$ cat src/hdl/psum_pkg.sv
// constants and types shared by the phy status summary block
package psum_pkg;

    // register indices; byte address on apb is four times the index
    localparam logic [5:0] PSUM_IDX_BASIC_MODE_STATUS_REG = 6'h01;
    localparam logic [5:0] PSUM_IDX_AUTONEG_EXPANSION_REG = 6'h06;
    localparam logic [5:0] PSUM_IDX_SUMMARY = 6'h10;
    localparam logic [5:0] PSUM_IDX_CAUSE = 6'h12;
    localparam logic [5:0] PSUM_IDX_IRQ_STATUS = 6'h20;
    localparam logic [5:0] PSUM_IDX_IRQ_MASK = 6'h21;

    // summary register field positions
    localparam int PSUM_SUM_PAGE = 8;
    localparam int PSUM_SUM_PEND = 7;
    localparam int PSUM_SUM_RFAULT = 6;
    localparam int PSUM_SUM_JABBER = 5;
    localparam int PSUM_SUM_ANDONE = 4;
    localparam int PSUM_SUM_LOOP = 3;

    // autoneg expansion: page received flag
    localparam int PSUM_AUTONEG_EXPANSION_REG_PAGE = 1;

    // basic mode status: jabber, remote fault, autoneg complete
    localparam int PSUM_BASIC_MODE_STATUS_REG_JABBER = 1;
    localparam int PSUM_BASIC_MODE_STATUS_REG_RFAULT = 4;
    localparam int PSUM_BASIC_MODE_STATUS_REG_ANDONE = 5;

    // cause, irq status and irq mask share this layout
    localparam int PSUM_NCAUSE = 4;
    localparam int PSUM_CAUSE_PAGE = 0;
    localparam int PSUM_CAUSE_RFAULT = 1;
    localparam int PSUM_CAUSE_JABBER = 2;
    localparam int PSUM_CAUSE_ANDONE = 3;

    // values after reset
    localparam logic [31:0] PSUM_RDATA_RESET = 32'h0000_0000;
    localparam logic [PSUM_NCAUSE-1:0] PSUM_MASK_RESET = 4'h0;

    // status sources from the phy's own state machines
    typedef struct packed {
        logic page_rx;      // pulse: new link code word page arrived
        logic remote_fault; // pulse: partner reports remote fault
        logic jabber;       // pulse: jabber condition seen
        logic an_complete;  // level: auto-negotiation complete
        logic loopback;     // level: mii loopback enabled and active
        logic speed_10;     // level: phy runs at 10 mb/s
    } psum_evt_t;

endpackage

$ cat src/hdl/psum_sticky.sv
// bank of sticky flags, set wins over clear
`timescale 1ns/10ps
module psum_sticky
    import psum_pkg::*;
#(
    parameter int W = 4
) (
    // clock and reset
    input wire logic clk,
    input wire logic resetn,
    input wire logic ce,
    // per-bit set and clear strobes
    input wire logic [W-1:0] set,
    input wire logic [W-1:0] clr,
    // flag state
    output logic [W-1:0] q
);

    genvar i;

    // one flop per flag; a set in the clearing cycle is kept
    generate
        for (i = 0; i < W; i++) begin : g_bit
            always_ff @(posedge clk) begin
                if (!resetn) begin
                    q[i] <= 1'b0;
                end else if (ce) begin
                    if (set[i]) begin
                        q[i] <= 1'b1;
                    end else if (clr[i]) begin
                        q[i] <= 1'b0;
                    end
                end
            end
        end
    endgenerate

endmodule

$ cat src/hdl/psum_irq.sv
// interrupt status (write one to clear), mask and level output
`timescale 1ns/10ps
module psum_irq
    import psum_pkg::*;
(
    // clock and reset
    input wire logic clk,
    input wire logic resetn,
    input wire logic ce,
    // event pulses
    input wire logic [PSUM_NCAUSE-1:0] evt,
    // software writes
    input wire logic wr_status,
    input wire logic wr_mask,
    input wire logic [PSUM_NCAUSE-1:0] wdata,
    // state
    output logic [PSUM_NCAUSE-1:0] status,
    output logic [PSUM_NCAUSE-1:0] mask,
    output logic irq
);

    genvar i;

    // status bits: event sets, written one clears, set wins
    generate
        for (i = 0; i < PSUM_NCAUSE; i++) begin : g_stat
            always_ff @(posedge clk) begin
                if (!resetn) begin
                    status[i] <= 1'b0;
                end else if (ce) begin
                    if (evt[i]) begin
                        status[i] <= 1'b1;
                    end else if (wr_status && wdata[i]) begin
                        status[i] <= 1'b0;
                    end
                end
            end
        end
    endgenerate

    // mask register, one enables the bit onto irq
    always_ff @(posedge clk) begin
        if (!resetn) begin
            mask <= PSUM_MASK_RESET;
        end else if (ce && wr_mask) begin
            mask <= wdata;
        end
    end

    // level interrupt while any enabled status bit is set
    assign irq = |(status & mask);

endmodule

$ cat src/hdl/psum_top.sv
// phy status summary register bank with its read-clear sources
//
// Local design decision: register access over APB.
`timescale 1ns/10ps
module psum_top
    import psum_pkg::*;
(
    // clock, reset, enable
    input wire logic clk,
    input wire logic resetn,
    input wire logic ce,
    // apb slave
    input wire logic psel,
    input wire logic penable,
    input wire logic pwrite,
    input wire logic [7:0] paddr,
    input wire logic [31:0] pwdata,
    input wire logic [3:0] pstrb,
    output logic [31:0] prdata,
    output logic pready,
    output logic pslverr,
    // status sources, same clock
    input wire psum_evt_t evt,
    // interrupt
    output logic irq
);

    // decode
    logic [5:0] idx; // word index of the access
    logic aligned; // low address bits are zero
    logic mapped; // index names a register
    logic setup_ph; // apb setup cycle
    logic acc_ph; // apb access completes this edge
    logic acc_rd; // read completes this edge
    logic acc_wr; // write completes this edge

    // flags
    logic [3:0] flag; // page, pend, rfault, jabber
    logic [3:0] flag_set; // set strobes
    logic [3:0] flag_clr; // clear strobes
    logic [PSUM_NCAUSE-1:0] cause; // read-clear cause latches
    logic [PSUM_NCAUSE-1:0] cause_set; // cause events
    logic [PSUM_NCAUSE-1:0] cause_clr; // cause clears
    logic [PSUM_NCAUSE-1:0] irq_status; // w1c status
    logic [PSUM_NCAUSE-1:0] irq_mask; // mask
    logic an_done_prev; // last autoneg level for edge detect
    logic [15:0] summary_val; // assembled summary word
    logic [31:0] next_rdata; // read mux output

    localparam int F_PAGE = 0;
    localparam int F_PEND = 1;
    localparam int F_RF = 2;
    localparam int F_JAB = 3;

    // apb phase decode; pready follows ce so a frozen block stalls
    assign idx = paddr[7:2];
    assign aligned = (paddr[1:0] == 2'h0);
    assign setup_ph = psel && !penable && ce;
    assign acc_ph = psel && penable && ce;
    assign acc_rd = acc_ph && !pwrite;
    assign acc_wr = acc_ph && pwrite;
    assign pready = ce;

    // which indices answer
    always_comb begin
        case (idx)
            PSUM_IDX_BASIC_MODE_STATUS_REG,
            PSUM_IDX_AUTONEG_EXPANSION_REG,
            PSUM_IDX_SUMMARY,
            PSUM_IDX_CAUSE,
            PSUM_IDX_IRQ_STATUS,
            PSUM_IDX_IRQ_MASK: mapped = aligned;
            default: mapped = 1'b0;
        endcase
    end

    // unmapped or misaligned access is flagged in its access cycle
    assign pslverr = psel && penable && !mapped;

    // autoneg rising edge is the completion event
    always_ff @(posedge clk) begin
        if (!resetn) begin
            an_done_prev <= 1'b0;
        end else if (ce) begin
            an_done_prev <= evt.an_complete;
        end
    end

    // cause events
    always_comb begin
        cause_set = '0;
        cause_set[PSUM_CAUSE_PAGE] = evt.page_rx;
        cause_set[PSUM_CAUSE_RFAULT] = evt.remote_fault;
        cause_set[PSUM_CAUSE_JABBER] = evt.jabber && evt.speed_10;
        cause_set[PSUM_CAUSE_ANDONE] = evt.an_complete && !an_done_prev;
    end

    // flag set strobes
    always_comb begin
        flag_set = '0;
        flag_set[F_PAGE] = evt.page_rx;
        flag_set[F_PEND] = |cause_set;
        flag_set[F_RF] = evt.remote_fault;
        // jabber only counts while running at 10 mb/s
        flag_set[F_JAB] = evt.jabber && evt.speed_10;
    end

    // clears only drop bits the completing read actually returned,
    // so an event landing between setup and access is not lost
    always_comb begin
        flag_clr = '0;
        cause_clr = '0;
        if (acc_rd && mapped) begin
            case (idx)
                PSUM_IDX_AUTONEG_EXPANSION_REG: begin
                    flag_clr[F_PAGE] = prdata[PSUM_AUTONEG_EXPANSION_REG_PAGE];
                end
                PSUM_IDX_BASIC_MODE_STATUS_REG: begin
                    flag_clr[F_RF] = prdata[PSUM_BASIC_MODE_STATUS_REG_RFAULT];
                    flag_clr[F_JAB] = prdata[PSUM_BASIC_MODE_STATUS_REG_JABBER];
                end
                PSUM_IDX_CAUSE: begin
                    cause_clr = prdata[PSUM_NCAUSE-1:0];
                    flag_clr[F_PEND] = |prdata[PSUM_NCAUSE-1:0];
                end
                default: begin
                    // summary and others: reading clears nothing
                    flag_clr = '0;
                end
            endcase
        end
    end

    // page, pending, remote fault and jabber latches
    psum_sticky #(
        .W(4)
    ) u_flags (
        .clk(clk),
        .resetn(resetn),
        .ce(ce),
        .set(flag_set),
        .clr(flag_clr),
        .q(flag)
    );

    // interrupt cause latches behind the pending bit
    psum_sticky #(
        .W(PSUM_NCAUSE)
    ) u_cause (
        .clk(clk),
        .resetn(resetn),
        .ce(ce),
        .set(cause_set),
        .clr(cause_clr),
        .q(cause)
    );

    // software interrupt status and mask
    psum_irq u_irq (
        .clk(clk),
        .resetn(resetn),
        .ce(ce),
        .evt(cause_set),
        .wr_status(acc_wr && mapped && idx == PSUM_IDX_IRQ_STATUS &&
            pstrb[0]),
        .wr_mask(acc_wr && mapped && idx == PSUM_IDX_IRQ_MASK && pstrb[0]),
        .wdata(pwdata[PSUM_NCAUSE-1:0]),
        .status(irq_status),
        .mask(irq_mask),
        .irq(irq)
    );

    // summary word; no write path exists, so writes leave it alone
    always_comb begin
        summary_val = '0;
        summary_val[PSUM_SUM_PAGE] = flag[F_PAGE];
        summary_val[PSUM_SUM_PEND] = flag[F_PEND];
        summary_val[PSUM_SUM_RFAULT] = flag[F_RF];
        summary_val[PSUM_SUM_JABBER] = flag[F_JAB];
        summary_val[PSUM_SUM_ANDONE] = evt.an_complete;
        summary_val[PSUM_SUM_LOOP] = evt.loopback;
    end

    // read mux
    always_comb begin
        next_rdata = '0;
        case (idx)
            PSUM_IDX_SUMMARY: next_rdata[15:0] = summary_val;
            PSUM_IDX_AUTONEG_EXPANSION_REG: next_rdata[PSUM_AUTONEG_EXPANSION_REG_PAGE] = flag[F_PAGE];
            PSUM_IDX_BASIC_MODE_STATUS_REG: begin
                next_rdata[PSUM_BASIC_MODE_STATUS_REG_JABBER] = flag[F_JAB];
                next_rdata[PSUM_BASIC_MODE_STATUS_REG_RFAULT] = flag[F_RF];
                next_rdata[PSUM_BASIC_MODE_STATUS_REG_ANDONE] = evt.an_complete;
            end
            PSUM_IDX_CAUSE: next_rdata[PSUM_NCAUSE-1:0] = cause;
            PSUM_IDX_IRQ_STATUS: next_rdata[PSUM_NCAUSE-1:0] = irq_status;
            PSUM_IDX_IRQ_MASK: next_rdata[PSUM_NCAUSE-1:0] = irq_mask;
            default: next_rdata = '0;
        endcase
        if (!mapped) begin
            next_rdata = '0;
        end
    end

    // read data captured in setup and held through the access;
    // the read-clear uses this same snapshot
    always_ff @(posedge clk) begin
        if (!resetn) begin
            prdata <= PSUM_RDATA_RESET;
        end else if (setup_ph && !pwrite) begin
            prdata <= next_rdata;
        end
    end

    // checks

    property p_page_set;
        @(posedge clk) disable iff (!resetn)
        ce && evt.page_rx |=> summary_val[PSUM_SUM_PAGE];
    endproperty
    a_page_set: assert property (p_page_set)
        else $error("page received bit not set");

    property p_page_keep;
        @(posedge clk) disable iff (!resetn)
        acc_rd && idx != PSUM_IDX_AUTONEG_EXPANSION_REG && flag[F_PAGE]
            |=> flag[F_PAGE];
    endproperty
    a_page_keep: assert property (p_page_keep)
        else $error("page bit cleared by wrong read");

    property p_pend_set;
        @(posedge clk) disable iff (!resetn)
        ce && (|cause_set) |=> summary_val[PSUM_SUM_PEND] && (|cause);
    endproperty
    a_pend_set: assert property (p_pend_set)
        else $error("pending bit not set on cause");

    property p_pend_clr;
        @(posedge clk) disable iff (!resetn)
        acc_rd && aligned && idx == PSUM_IDX_CAUSE &&
            prdata[PSUM_NCAUSE-1:0] == cause && !(|cause_set)
            |=> !flag[F_PEND];
    endproperty
    a_pend_clr: assert property (p_pend_clr)
        else $error("cause read did not clear pending");

    property p_rf_set;
        @(posedge clk) disable iff (!resetn)
        ce && evt.remote_fault |=> summary_val[PSUM_SUM_RFAULT];
    endproperty
    a_rf_set: assert property (p_rf_set)
        else $error("remote fault bit not set");

    property p_rf_clr;
        @(posedge clk) disable iff (!resetn)
        setup_ph && !pwrite && aligned && idx == PSUM_IDX_BASIC_MODE_STATUS_REG &&
            flag[F_RF] && !evt.remote_fault ##1
            acc_rd && !evt.remote_fault |=> !flag[F_RF];
    endproperty
    a_rf_clr: assert property (p_rf_clr)
        else $error("status read did not clear remote fault");

    property p_jab_keep;
        @(posedge clk) disable iff (!resetn)
        acc_rd && idx == PSUM_IDX_SUMMARY && flag[F_JAB]
            |=> summary_val[PSUM_SUM_JABBER];
    endproperty
    a_jab_keep: assert property (p_jab_keep)
        else $error("summary read cleared jabber");

    property p_jab_speed;
        @(posedge clk) disable iff (!resetn)
        ce && !flag[F_JAB] && !(evt.jabber && evt.speed_10)
            |=> !flag[F_JAB];
    endproperty
    a_jab_speed: assert property (p_jab_speed)
        else $error("jabber set outside 10 mb/s");

    property p_andone_read;
        @(posedge clk) disable iff (!resetn)
        setup_ph && !pwrite && aligned && idx == PSUM_IDX_SUMMARY
            |=> prdata[PSUM_SUM_ANDONE] == $past(evt.an_complete);
    endproperty
    a_andone_read: assert property (p_andone_read)
        else $error("autoneg status misreported");

    property p_loop_read;
        @(posedge clk) disable iff (!resetn)
        setup_ph && !pwrite && aligned && idx == PSUM_IDX_SUMMARY
            |=> prdata[PSUM_SUM_LOOP] == $past(evt.loopback);
    endproperty
    a_loop_read: assert property (p_loop_read)
        else $error("loopback status misreported");

endmodule

$ cat config.mk
export PLATFORM = sky130hd
export DESIGN_NAME = psum_top
export DESIGN_NICKNAME = d
export VERILOG_FILES = /design/src/hdl/psum_pkg.sv /design/src/hdl/psum_sticky.sv /design/src/hdl/psum_irq.sv /design/src/hdl/psum_top.sv
export SDC_FILE = /design/constraint.sdc
export NUM_CORES = 1
export LEC_CHECK = 0
export BUFFER_PORTS_ARGS = -buffer_cell sky130_fd_sc_hd__buf_2
export CAP_MARGIN = 5
export CORE_MARGIN = 3
export CORE_UTILIZATION = 44
export DETAILED_ROUTE_END_ITERATION = 8
export GPL_TIMING_DRIVEN = 0
export PLACE_DENSITY = 0.8
export SLEW_MARGIN = 20
export SYNTH_ARGS = -nofsm -noshare
export SYNTH_HDL_FRONTEND = slang
export SYNTH_SLANG_ARGS = --single-unit
export TNS_END_PERCENT = 5
$ cat constraint.sdc
create_clock -name clk -period 1.9 [get_ports clk]
set_clock_uncertainty 0.1 [all_clocks]
set_input_delay 0.19 -clock clk [delete_from_list [all_inputs] [get_ports clk]]
set_output_delay 0.19 -clock clk [all_outputs]
set_load 0.02 [all_outputs]
==> results.md, run 1 <==
- Status: completed
- CTS Buf Count: 3
- Area grow syn2layout: 23.0%
- Pre-Repair DR Iteration Count: 4
- Antenna Diode Count: 0
- Peak VDD IR: between 400 and 500 µV
- Die W: 66.3 µm
- Yosys top cell area share: 0.325
- Worst Path Arrival: around 1500 ps
- 1st-iter DRT viols: 66
- Worst Path Buf+Inv: 3
- Grt ovf: 0
- Sequential cell area: about 520 µm²
- Most frequent cell after synthesis: dfxtp_1
- Yosys cell types: between 40 and 50
- Max-cap violations: 0
- Final hold violation count: 0
- PortBufs: 33
- Largest net degree at the start of global routing: 14
- CTS tree: built
- Synth cell count leaders: dfxtp_1, buf_4, nand2_1
- Largest delay share family, worst path: compound AO/OA/AOI/OAI gates
- Clock root buffer: clkbuf_4
- DP HPWL: between 3000 and 4000 µm
- Most used DFF post-synth: dfxtp_1
- Crit path top cell by count: buf_2
- Number of synthesized flops with an enable pin: 0
- Sum Neg Setup Slack: 0 ps
- CP max stage delay: 400 ps
- FFs w/ async S/R, synth: 0
- Main area contributors after synthesis: dfxtp_1, buf_4, mux2i_1
- CP Launch Type: input port
- Wire per inst: around 14 µm
- First-pass GRT wire length: about 6400 µm
- Final Max Tran Viols: 0
- Post-synth top area cell: dfxtp_1
- DR vias/cell: just over 5
- RSZ-0062 raised after global routing: no
- Vias in the first global route: between 1000 and 1500
- Crit Path Category: in -> out
- Filler Cells Inserted: between 300 and 400
- DR vias: approximately 1500
- Relative slew slack: 0.559
- Critical path peak fanout: 10
- Detail Route Antenna Nets: 0
- Core Region: approximately 0.0034 mm²
- Multi-input logic area: slightly above 900 µm²
- Pre-CTS setup slack: 2.14 ps
- Setup Viol. Count Final: 0
- Critical path cell sequence: buf_2 -> clkbuf_1 -> o21ai_0 -> o32a_1 -> o311a_1 -> buf_2
- Total track usage: 0.185
- Total detailed-routing wirelength: about 4000 µm
- Leakage power: just under 0.0009 µW
- I/O pin total: 91
- Max Clock Freq: around 550 MHz
- Final setup margin: 92.1 ps
- WP data required: about 1600 ps
- Detailed-route DRC error count: 0
- Post-Syn Area per Cell: 8.66 µm²
- Reg clk slew, reported paths: between 100 and 150 ps
- Antenna violations before repair: 0
- Worst Setup End Kind: output pin
- Sequential fraction of the synthesis area: 0.325
- # clock sinks: 26
- Share of cells above drive strength 1: 0.291
- HP Class: in -> reg
- Latest clock arrival within the worst-skew pair: just over 300 ps
- Least-Margin Pin Slew: ~660 ps
- Cells after Synth: ~190
- CTS HTree Levels: 1
- CTS max path bufs: 2
- Die ar.: between 0.004 and 0.005 mm²
- Initial Utilization: 0.469
- Row count: 21
- Final worst-path cycle share: 0.952
- Die Y: 66.3 µm
- CP max stage cell: clkbuf_1
- Synthesized cell area: 0.00160 mm²
- Tmin final: 1810 ps
- PD cells: ~530 mW/mm²
- Register bit total from synthesis: 26
- Final nets: approximately 310
- Routability Congestion: between 0.8 and 0.9
- Syn. warnings: 0
[registers in the layout, indices dropped and copies added (netlist names)]
name / flops
u_irq.status: 4
u_irq.mask: 4
an_done_prev: 1
u_flags.q: 4
u_cause.q: 4
prdata: 9
[cells in the final DEF (no fill, tap or decap), types with 5 or more instances in the layout]
cell type | Yosys | routed
clkbuf_1 | 7 | 7
buf_4 | 25 | 25
conb_1 | 1 | 23
mux2i_1 | 9 | 9
nand2_1 | 17 | 17
dfxtp_1 | 26 | 26
o21ai_0 | 15 | 15
nand3_1 | 10 | 10
a41oi_1 | 6 | 6
and2_1 | 5 | 5
buf_2 | 0 | 33
a31oi_1 | 5 | 5
nor2_1 | 8 | 8
[repair_timing]
item                      in CTS  in global routing
setup buffers                  0                  0
hold endpoints to repair       4                  0
gates resized for setup        0                  0
hold buffers                   4                  0
[worst min-delay path, cell delays in order]
cell and delay [ps]:
buf_2 110, nand3_1 50, a21boi_0 70
[where the power goes]
| part | leakage (µW) | total [µW] | switching (µW) | internal [µW] |
|---|---|---|---|---|
| Clock | 0.0000138 | 228 | 154 | 74.2 |
| Sequential | 0.000212 | 576 | 12.4 | 563 |
| Combinational | 0.000664 | 235 | 134 | 100 |
[worst paths after layout]
path	startpoint	to	slack, ps	cells past startpoint
min	evt[2]	prdata[4]	50	3
max	paddr[2]	pslverr	90	6
max reg2reg	prdata[1]	u_flags.q[1]	580	3
min reg2reg	prdata[6]	prdata[6]	390	1
[metrics by stage]
stage          instances  utilization  total power (µW)  hold slack (ps)  instance area (µm²)
2_1_floorplan        207            -               751              212                 1680
3_3_place_gp         286        0.558               809              325                 1910
3_5_place_dp         286        0.558               812              325                 1910
4_1_cts              293        0.577              1040             43.8                 1970
5_1_grt              293        0.577              1090             61.3                 1970
6_report             293        0.577              1040             49.3                 1970
[per-layer routing]
layer,global-route usage,vias to the layer above,share of wire
li1,-,767,-
met1,0.236,690,0.44
met2,0.322,53,0.49
met4,0.0228,0,0.0068
met3,0.0442,6,0.061
met5,0,-,0
[cells by family after synthesis]
logic type / synth area share
compound gates: 0.203
buf+inv: 0.148
flops: 0.325
mux: 0.0633
other cells: 0.00234
simple gates: 0.259
[layout make-up]
cell class / count / area share
buffer: 33 / 0.114
tap: 46 / 0.0292
clock buffer: 3 / 0.0114
inverter: 3 / 0.00572
multi-input combinational: 145 / 0.471
timing repair buffer: 37 / 0.104
sequential: 26 / 0.264
No activity file was read; power rests on OpenSTA's default activity.
==> run 2, diff against run 1 <==
- CORE_UTILIZATION: 44 -> 45
- CTS_BUF_LIST: default -> sky130_fd_sc_hd__clkbuf_8
- PLACE_DENSITY: 0.8 -> 0.82
==> run 2 against run 1 <==
  * Hold slack worse by 17 ps
  * Final area shrank 1.3%
  * Sequential power about the same
  * Count of clock-buffer cells in the layout unchanged
  * Critical path depth unchanged
  * Routed wire length fell by 2.7%
  * Global-route usage decreased by 0.17 points
  * Non-clock buffer count shrank 5
  * Final cell count fell by 1.7%
  * Utilization is 0.29 points lower
  * Critical path type unchanged
==> results.md, run 2 (synthesized netlist as in run 1, its figures left out) <==
- Worst Setup End Kind: output pin (unchanged)
- Max FFs per register: 9 (unchanged)
- Latest clock arrival within the worst-skew pair: 270 ps (was 310 ps)
- Final hold violation count: 0 (unchanged)
- Worst r2r dst: u_flags.q[1] (unchanged)
- Minimum hold slack: 32.4 ps (was 49.3 ps)
- Status: completed (unchanged)
- Final worst-path cycle share: 0.901 (was 0.952)
- Detail Route Antenna Nets: 0 (unchanged)
- Critical path peak fanout: 8 (was 10)
- # clock sinks: 26 (unchanged)
- Largest net degree at the start of global routing: 14 (unchanged)
- CTS Buf Count: 3 (unchanged)
- Max Clock Freq: 584 MHz (was 553 MHz)
- Die ar.: 0.00431 mm² (was 0.00440 mm²)
- Post_cts resized: 0 (unchanged)
- Top reg by flops: prdata (unchanged)
- Most common cell after layout, fill and taps aside: buf_2 (unchanged)
- Crit Path Category: in -> out (unchanged)
- Final Max Tran Viols: 0 (unchanged)
- Total setup buffers inserted after CTS: 0 (unchanged)
- Antenna violations before repair: 0 (unchanged)
- PD cells: 573 mW/mm² (was 527 mW/mm²)
- CTS tree: built (unchanged)
- Hold-fix buffers, CTS: 0 (was 4)
- CP max stage delay: 320 ps (was 400 ps)
- RSZ-0062 raised after global routing: no (unchanged)
- Crit path top cell by count: buf_2 (unchanged)
- Worst R2R Start: prdata[1] (unchanged)
- Row count: 21 (unchanged)
- HP Class: in -> reg (unchanged)
- Die Y: 65.7 µm (was 66.3 µm)
- Total track usage: 0.183 (was 0.185)
- Tmin final: 1710 ps (was 1810 ps)
- Relative slew slack: 0.585 (was 0.559)
- Routability Congestion: 0.854 (was 0.851)
- CTS max path bufs: 2 (unchanged)
- Worst Setup SP: paddr[3] (was paddr[2])
- Core Region: 0.00339 mm² (was 0.00342 mm²)
- Hold Path Depth: 2 (was 3)
- CP Launch Type: input port (unchanged)
- Most frequent cells in the layout: buf_2, dfxtp_1, buf_4 (unchanged)
- Max-cap violations: 0 (unchanged)
- I/O pin total: 91 (unchanged)
- CP endpoint: pslverr (unchanged)
- DR vias: 1478 (was 1516)
- Flop-to-flop setup slack: 570 ps (was 580 ps)
- Critical path cell sequence: buf_2 -> and3b_1 -> a21oi_1 -> o32a_1 -> o311a_1 -> buf_2 (was buf_2 -> clkbuf_1 -> o21ai_0 -> o32a_1 -> o311a_1 -> buf_2)
- Sum Neg Setup Slack: 0 ps (unchanged)
- Worst Reg-to-Reg Cells: 3 (unchanged)
- PortBufs: 33 (unchanged)
- Peak VDD IR: 406 µV (was 469 µV)
- DP HPWL: 3080 µm (was 3150 µm)
- Total detailed-routing wirelength: 3860 µm (was 3970 µm)
- Vias in the first global route: 1306 (was 1380)
- First-pass GRT wire length: 6170 µm (was 6380 µm)
- 1st-iter DRT viols: 86 (was 66)
- Leakage power: 0.000880 µW (was 0.000890 µW)
- Share of cells above drive strength 1: 0.298 (was 0.291)
- Pre-Repair DR Iteration Count: 5 (was 4)
- Wire per inst: 13.4 µm (was 13.6 µm)
- Final nets: 300 (was 305)
- Grt ovf: 0 (unchanged)
- Reg clk slew, reported paths: 90 ps (was 140 ps)
- Worst Path Arrival: 1420 ps (was 1520 ps)
- Antenna Diode Count: 0 (unchanged)
- Die W: 65.7 µm (was 66.3 µm)
- DR vias/cell: 5.13 (was 5.17)
- WP data required: 1610 ps (about the same)
- Least-Margin Pin Slew: 618 ps (was 657 ps)
- CP max stage cell: o311a_1 (was clkbuf_1)
- Detailed-route DRC error count: 0 (unchanged)
- Initial Utilization: 0.472 (was 0.469)
- CTS HTree Levels: 1 (unchanged)
- Area grow syn2layout: 21.4% (was 23.0%)
- Setup Viol. Count Final: 0 (unchanged)
- Clock root buffer: clkbuf_8 (was clkbuf_4)
-- run 2: changes by cell type in the layout (fill, tap and decap cells not counted) --
cell           delta
dlygate4sd3_1     -4
clkbuf_4          -3
clkbuf_8          +3
clkbuf_1          -1
-- run 2: area by class of cell --
type	count	area, µm²
Buffer	32	221
Clock buffer	3	41.3
Fill cell	309	1450
Inverter	3	11.3
Multi-Input combinational cell	145	927
Sequential cell	26	520
Tap cell	46	57.6
Timing Repair Buffer	33	165
-- run 2: stage by stage --
stage / total power [µW] / std cells / util / setup slack, ps / area (µm²)
after floorplan: 751 / 207 / - / 251 / 1680
after global placement: 808 / 286 / 0.563 / 52.3 / 1910
after detailed placement: 811 / 286 / 0.563 / 42.5 / 1910
after CTS: 1110 / 289 / 0.575 / 99.6 / 1950
after global routing: 1160 / 288 / 0.574 / 130 / 1940
final: 1110 / 288 / 0.574 / 189 / 1940
-- run 2: report_power, final --
part           leakage [µW]  internal (µW)  switching [µW]  total, µW
sequential         0.000212            563            11.1        574
combinational      0.000646           94.5             133        228
clock             0.0000216            142             170        312
total              0.000880            799             314       1110
-- run 2: routing by layer --
layer	GRT usage	up-vias	wire length (µm)	part of all wire
li1	-	753	-	-
met1	0.241	660	1770	0.46
met2	0.298	60	1810	0.47
met3	0.0410	5	263	0.068
met4	0.0518	0	25	0.0065
met5	0	-	0	0
-- run 2: worst min path at each step --
stage / from / end
global placement: pwdata[3] / u_irq.status[3]
CTS: pwdata[3] / u_irq.status[3]
global route: pwdata[3] / u_irq.status[3]
detailed placement: pwdata[3] / u_irq.status[3]
finish: pwdata[3] / u_irq.status[3]
floorplan: pwdata[0] / u_irq.status[0]
-- run 2: worst max-delay path, delay by kind of cell --
| family | cells | cell delay (ps) |
|---|---|---|
| compound gates | 3 | 660 |
| simple gates | 1 | 250 |
| buf+inv | 2 | 330 |
==> run 3, diff against run 2 <==
- CORE_MARGIN: 3 -> default
- PLACE_DENSITY: 0.82 -> default
- PLACE_DENSITY_LB_ADDON: default -> 0.2
==> run 3 against run 2 <==
  * Global-route usage rose by 3.8 points
  * Clock power increased by 14%
  * Critical path depth unchanged
  * Total power is 4.3% higher
==> results.md, run 3 (synthesized netlist as in run 1, its figures left out) <==
- Detailed-route DRC error count: 0 (unchanged)
- Post_cts resized: 0 (unchanged)
- Cell total after placement: 286 (unchanged)
- CTS Buf Count: 3 (unchanged)
- Worst R2R Start: prdata[0] (was prdata[1])
- Share of cells above drive strength 1: 0.299 (was 0.298)
- CP Launch Type: input port (unchanged)
- Hold-fix buffers, CTS: 0 (unchanged)
- Core Region: 0.00336 mm² (was 0.00339 mm²)
- Final Max Tran Viols: 0 (unchanged)
- Leakage power: 0.000888 µW (was 0.000880 µW)
- Critical path cell sequence: buf_2 -> clkbuf_1 -> o21ai_0 -> o32a_1 -> o311a_1 -> buf_2 (was buf_2 -> and3b_1 -> a21oi_1 -> o32a_1 -> o311a_1 -> buf_2)
- Total track usage: 0.221 (was 0.183)
- Routability Congestion: 0.939 (was 0.854)
- WHS Endpoint: u_irq.status[0] (was u_irq.status[3])
- Total setup buffers inserted after CTS: 0 (unchanged)
- Area grow syn2layout: 22.5% (was 21.4%)
- Die ar.: 0.00380 mm² (was 0.00431 mm²)
- 1st-iter DRT viols: 45 (was 86)
- Wire per inst: 13.5 µm (was 13.4 µm)
- Gate power share: 0.198 (was 0.205)
- HP Class: in -> reg (unchanged)
- Setup Viol. Count Final: 0 (unchanged)
- Latest clock arrival within the worst-skew pair: 270 ps (about the same)
- Crit Path Category: in -> out (unchanged)
- Switching Share: 0.274 (was 0.282)
- Largest delay share family, worst path: compound AO/OA/AOI/OAI gates (unchanged)
- Grt ovf: 0 (unchanged)
- DP HPWL: 3100 µm (was 3080 µm)
- Flop-to-flop setup slack: 610 ps (was 570 ps)
- Tmin final: 1780 ps (was 1710 ps)
- Critical path peak fanout: 10 (was 8)
- First-pass GRT wire length: 6110 µm (was 6170 µm)
- Vias in the first global route: 1217 (was 1306)
- Reg clk slew, reported paths: 90 ps (about the same)
- Hold Path Depth: 2 (unchanged)
- # clock sinks: 26 (unchanged)
- Sum Neg Setup Slack: 0 ps (unchanged)
- Least-Margin Pin Slew: 631 ps (was 618 ps)
- Max Clock Freq: 561 MHz (was 584 MHz)
- Pre-Repair DR Iteration Count: 4 (was 5)
- PortBufs: 33 (unchanged)
- P_int: 843 µW (was 799 µW)
- Most frequent cells in the layout: buf_2, dfxtp_1, buf_4 (unchanged)
- Crit path top cell by count: buf_2 (unchanged)
- CTS HTree Levels: 1 (unchanged)
- Worst Path Buf+Inv: 3 (was 2)
- Antenna violations before repair: 0 (unchanged)
- Sequential group share of total power: 0.495 (was 0.515)
- Die W: 61.7 µm (was 65.7 µm)
- WP data required: 1610 ps (about the same)
- Relative slew slack: 0.576 (was 0.585)
- CTS max path bufs: 2 (unchanged)
- DR vias: 1491 (was 1478)
- Antenna Diode Count: 0 (unchanged)
- Final worst-path cycle share: 0.939 (was 0.901)
- Most common cell after layout, fill and taps aside: buf_2 (unchanged)
- Final hold violation count: 0 (unchanged)
- Row count: 21 (unchanged)
- P_sw: 318 µW (was 314 µW)
- Total detailed-routing wirelength: 3910 µm (was 3860 µm)
- Status: completed (unchanged)
- Largest net degree at the start of global routing: 15 (was 14)
- I/O pin total: 91 (unchanged)
- Worst Reg-to-Reg Cells: 3 (unchanged)
- Max FFs per register: 9 (unchanged)
- PD cells: 592 mW/mm² (was 573 mW/mm²)
- RSZ-0062 raised after global routing: no (unchanged)
- Final cell count without fillers: 290 (was 288)
- Clock share of power: 0.307 (was 0.280)
- Initial Utilization: 0.476 (was 0.472)
- Die Y: 61.7 µm (was 65.7 µm)
- Clock root buffer: clkbuf_8 (unchanged)
- Max-cap violations: 0 (unchanged)
- Final nets: 301 (was 300)
- Peak VDD IR: 792 µV (was 406 µV)
- Detail Route Antenna Nets: 0 (unchanged)
- Top reg by flops: prdata (unchanged)
- CP Depth: 6 (unchanged)
- DR vias/cell: 5.14 (was 5.13)
- Worst r2r dst: u_flags.q[1] (unchanged)
- CP max stage delay: 390 ps (was 320 ps)
- Worst Setup End Kind: output pin (unchanged)
- CTS tree: built (unchanged)
- Worst Path Arrival: 1490 ps (was 1420 ps)
- CP max stage cell: clkbuf_1 (was o311a_1)
- Hold Startpoint: pwdata[0] (was pwdata[3])
- Minimum hold slack: 42.4 ps (was 32.4 ps)
==> run 3: changes by cell type in the layout (fill, tap and decap cells not counted), sizes merged <==
cell	delta
clkbuf	+2
==> run 3: layer usage <==
layer	wire length, µm	track usage
met5	0	0
met2	1810	0.349
met4	44	0.0349
met1	1770	0.312
met3	278	0.0504
==> run 3: how the worst max path moves through the flow <==
stage | start | to | slack (ps)
detailed placement | penable | prdata[7] | 20
global route | paddr[2] | pslverr | 40
finish | paddr[2] | pslverr | 120
floorplan | paddr[5] | u_irq.mask[0] | 250
global placement | penable | prdata[6] | -6
CTS | paddr[2] | pslverr | 110
==> run 3: power by group through the flow <==
stage	clock network (µW)	logic, µW	registers [µW]
floorplan	0	167	583
global placement	0	225	587
detailed placement	0	226	587
CTS	360	227	575
global route	383	254	577
finish	357	230	575
==> run 3: stage by stage <==
stage / total power [µW] / setup slack (ps) / instance area [µm²] / util
after floorplan: 751 / 251 / 1680 / -
after detailed placement: 813 / 16.1 / 1910 / 0.567
after global routing: 1210 / 36.6 / 1960 / 0.583
after CTS: 1160 / 106 / 1960 / 0.583
after global placement: 812 / -6.47 / 1910 / 0.567
final: 1160 / 117 / 1960 / 0.583
==> run 3: layout make-up <==
class | instances | area [µm²]
tap | 46 | 57.6
clock buffer | 4 | 55.1
fill | 336 | 1400
multi-input combinational | 145 | 927
timing repair buffer | 33 | 165
sequential | 26 | 520
buffer | 33 | 225
inverter | 3 | 11.3
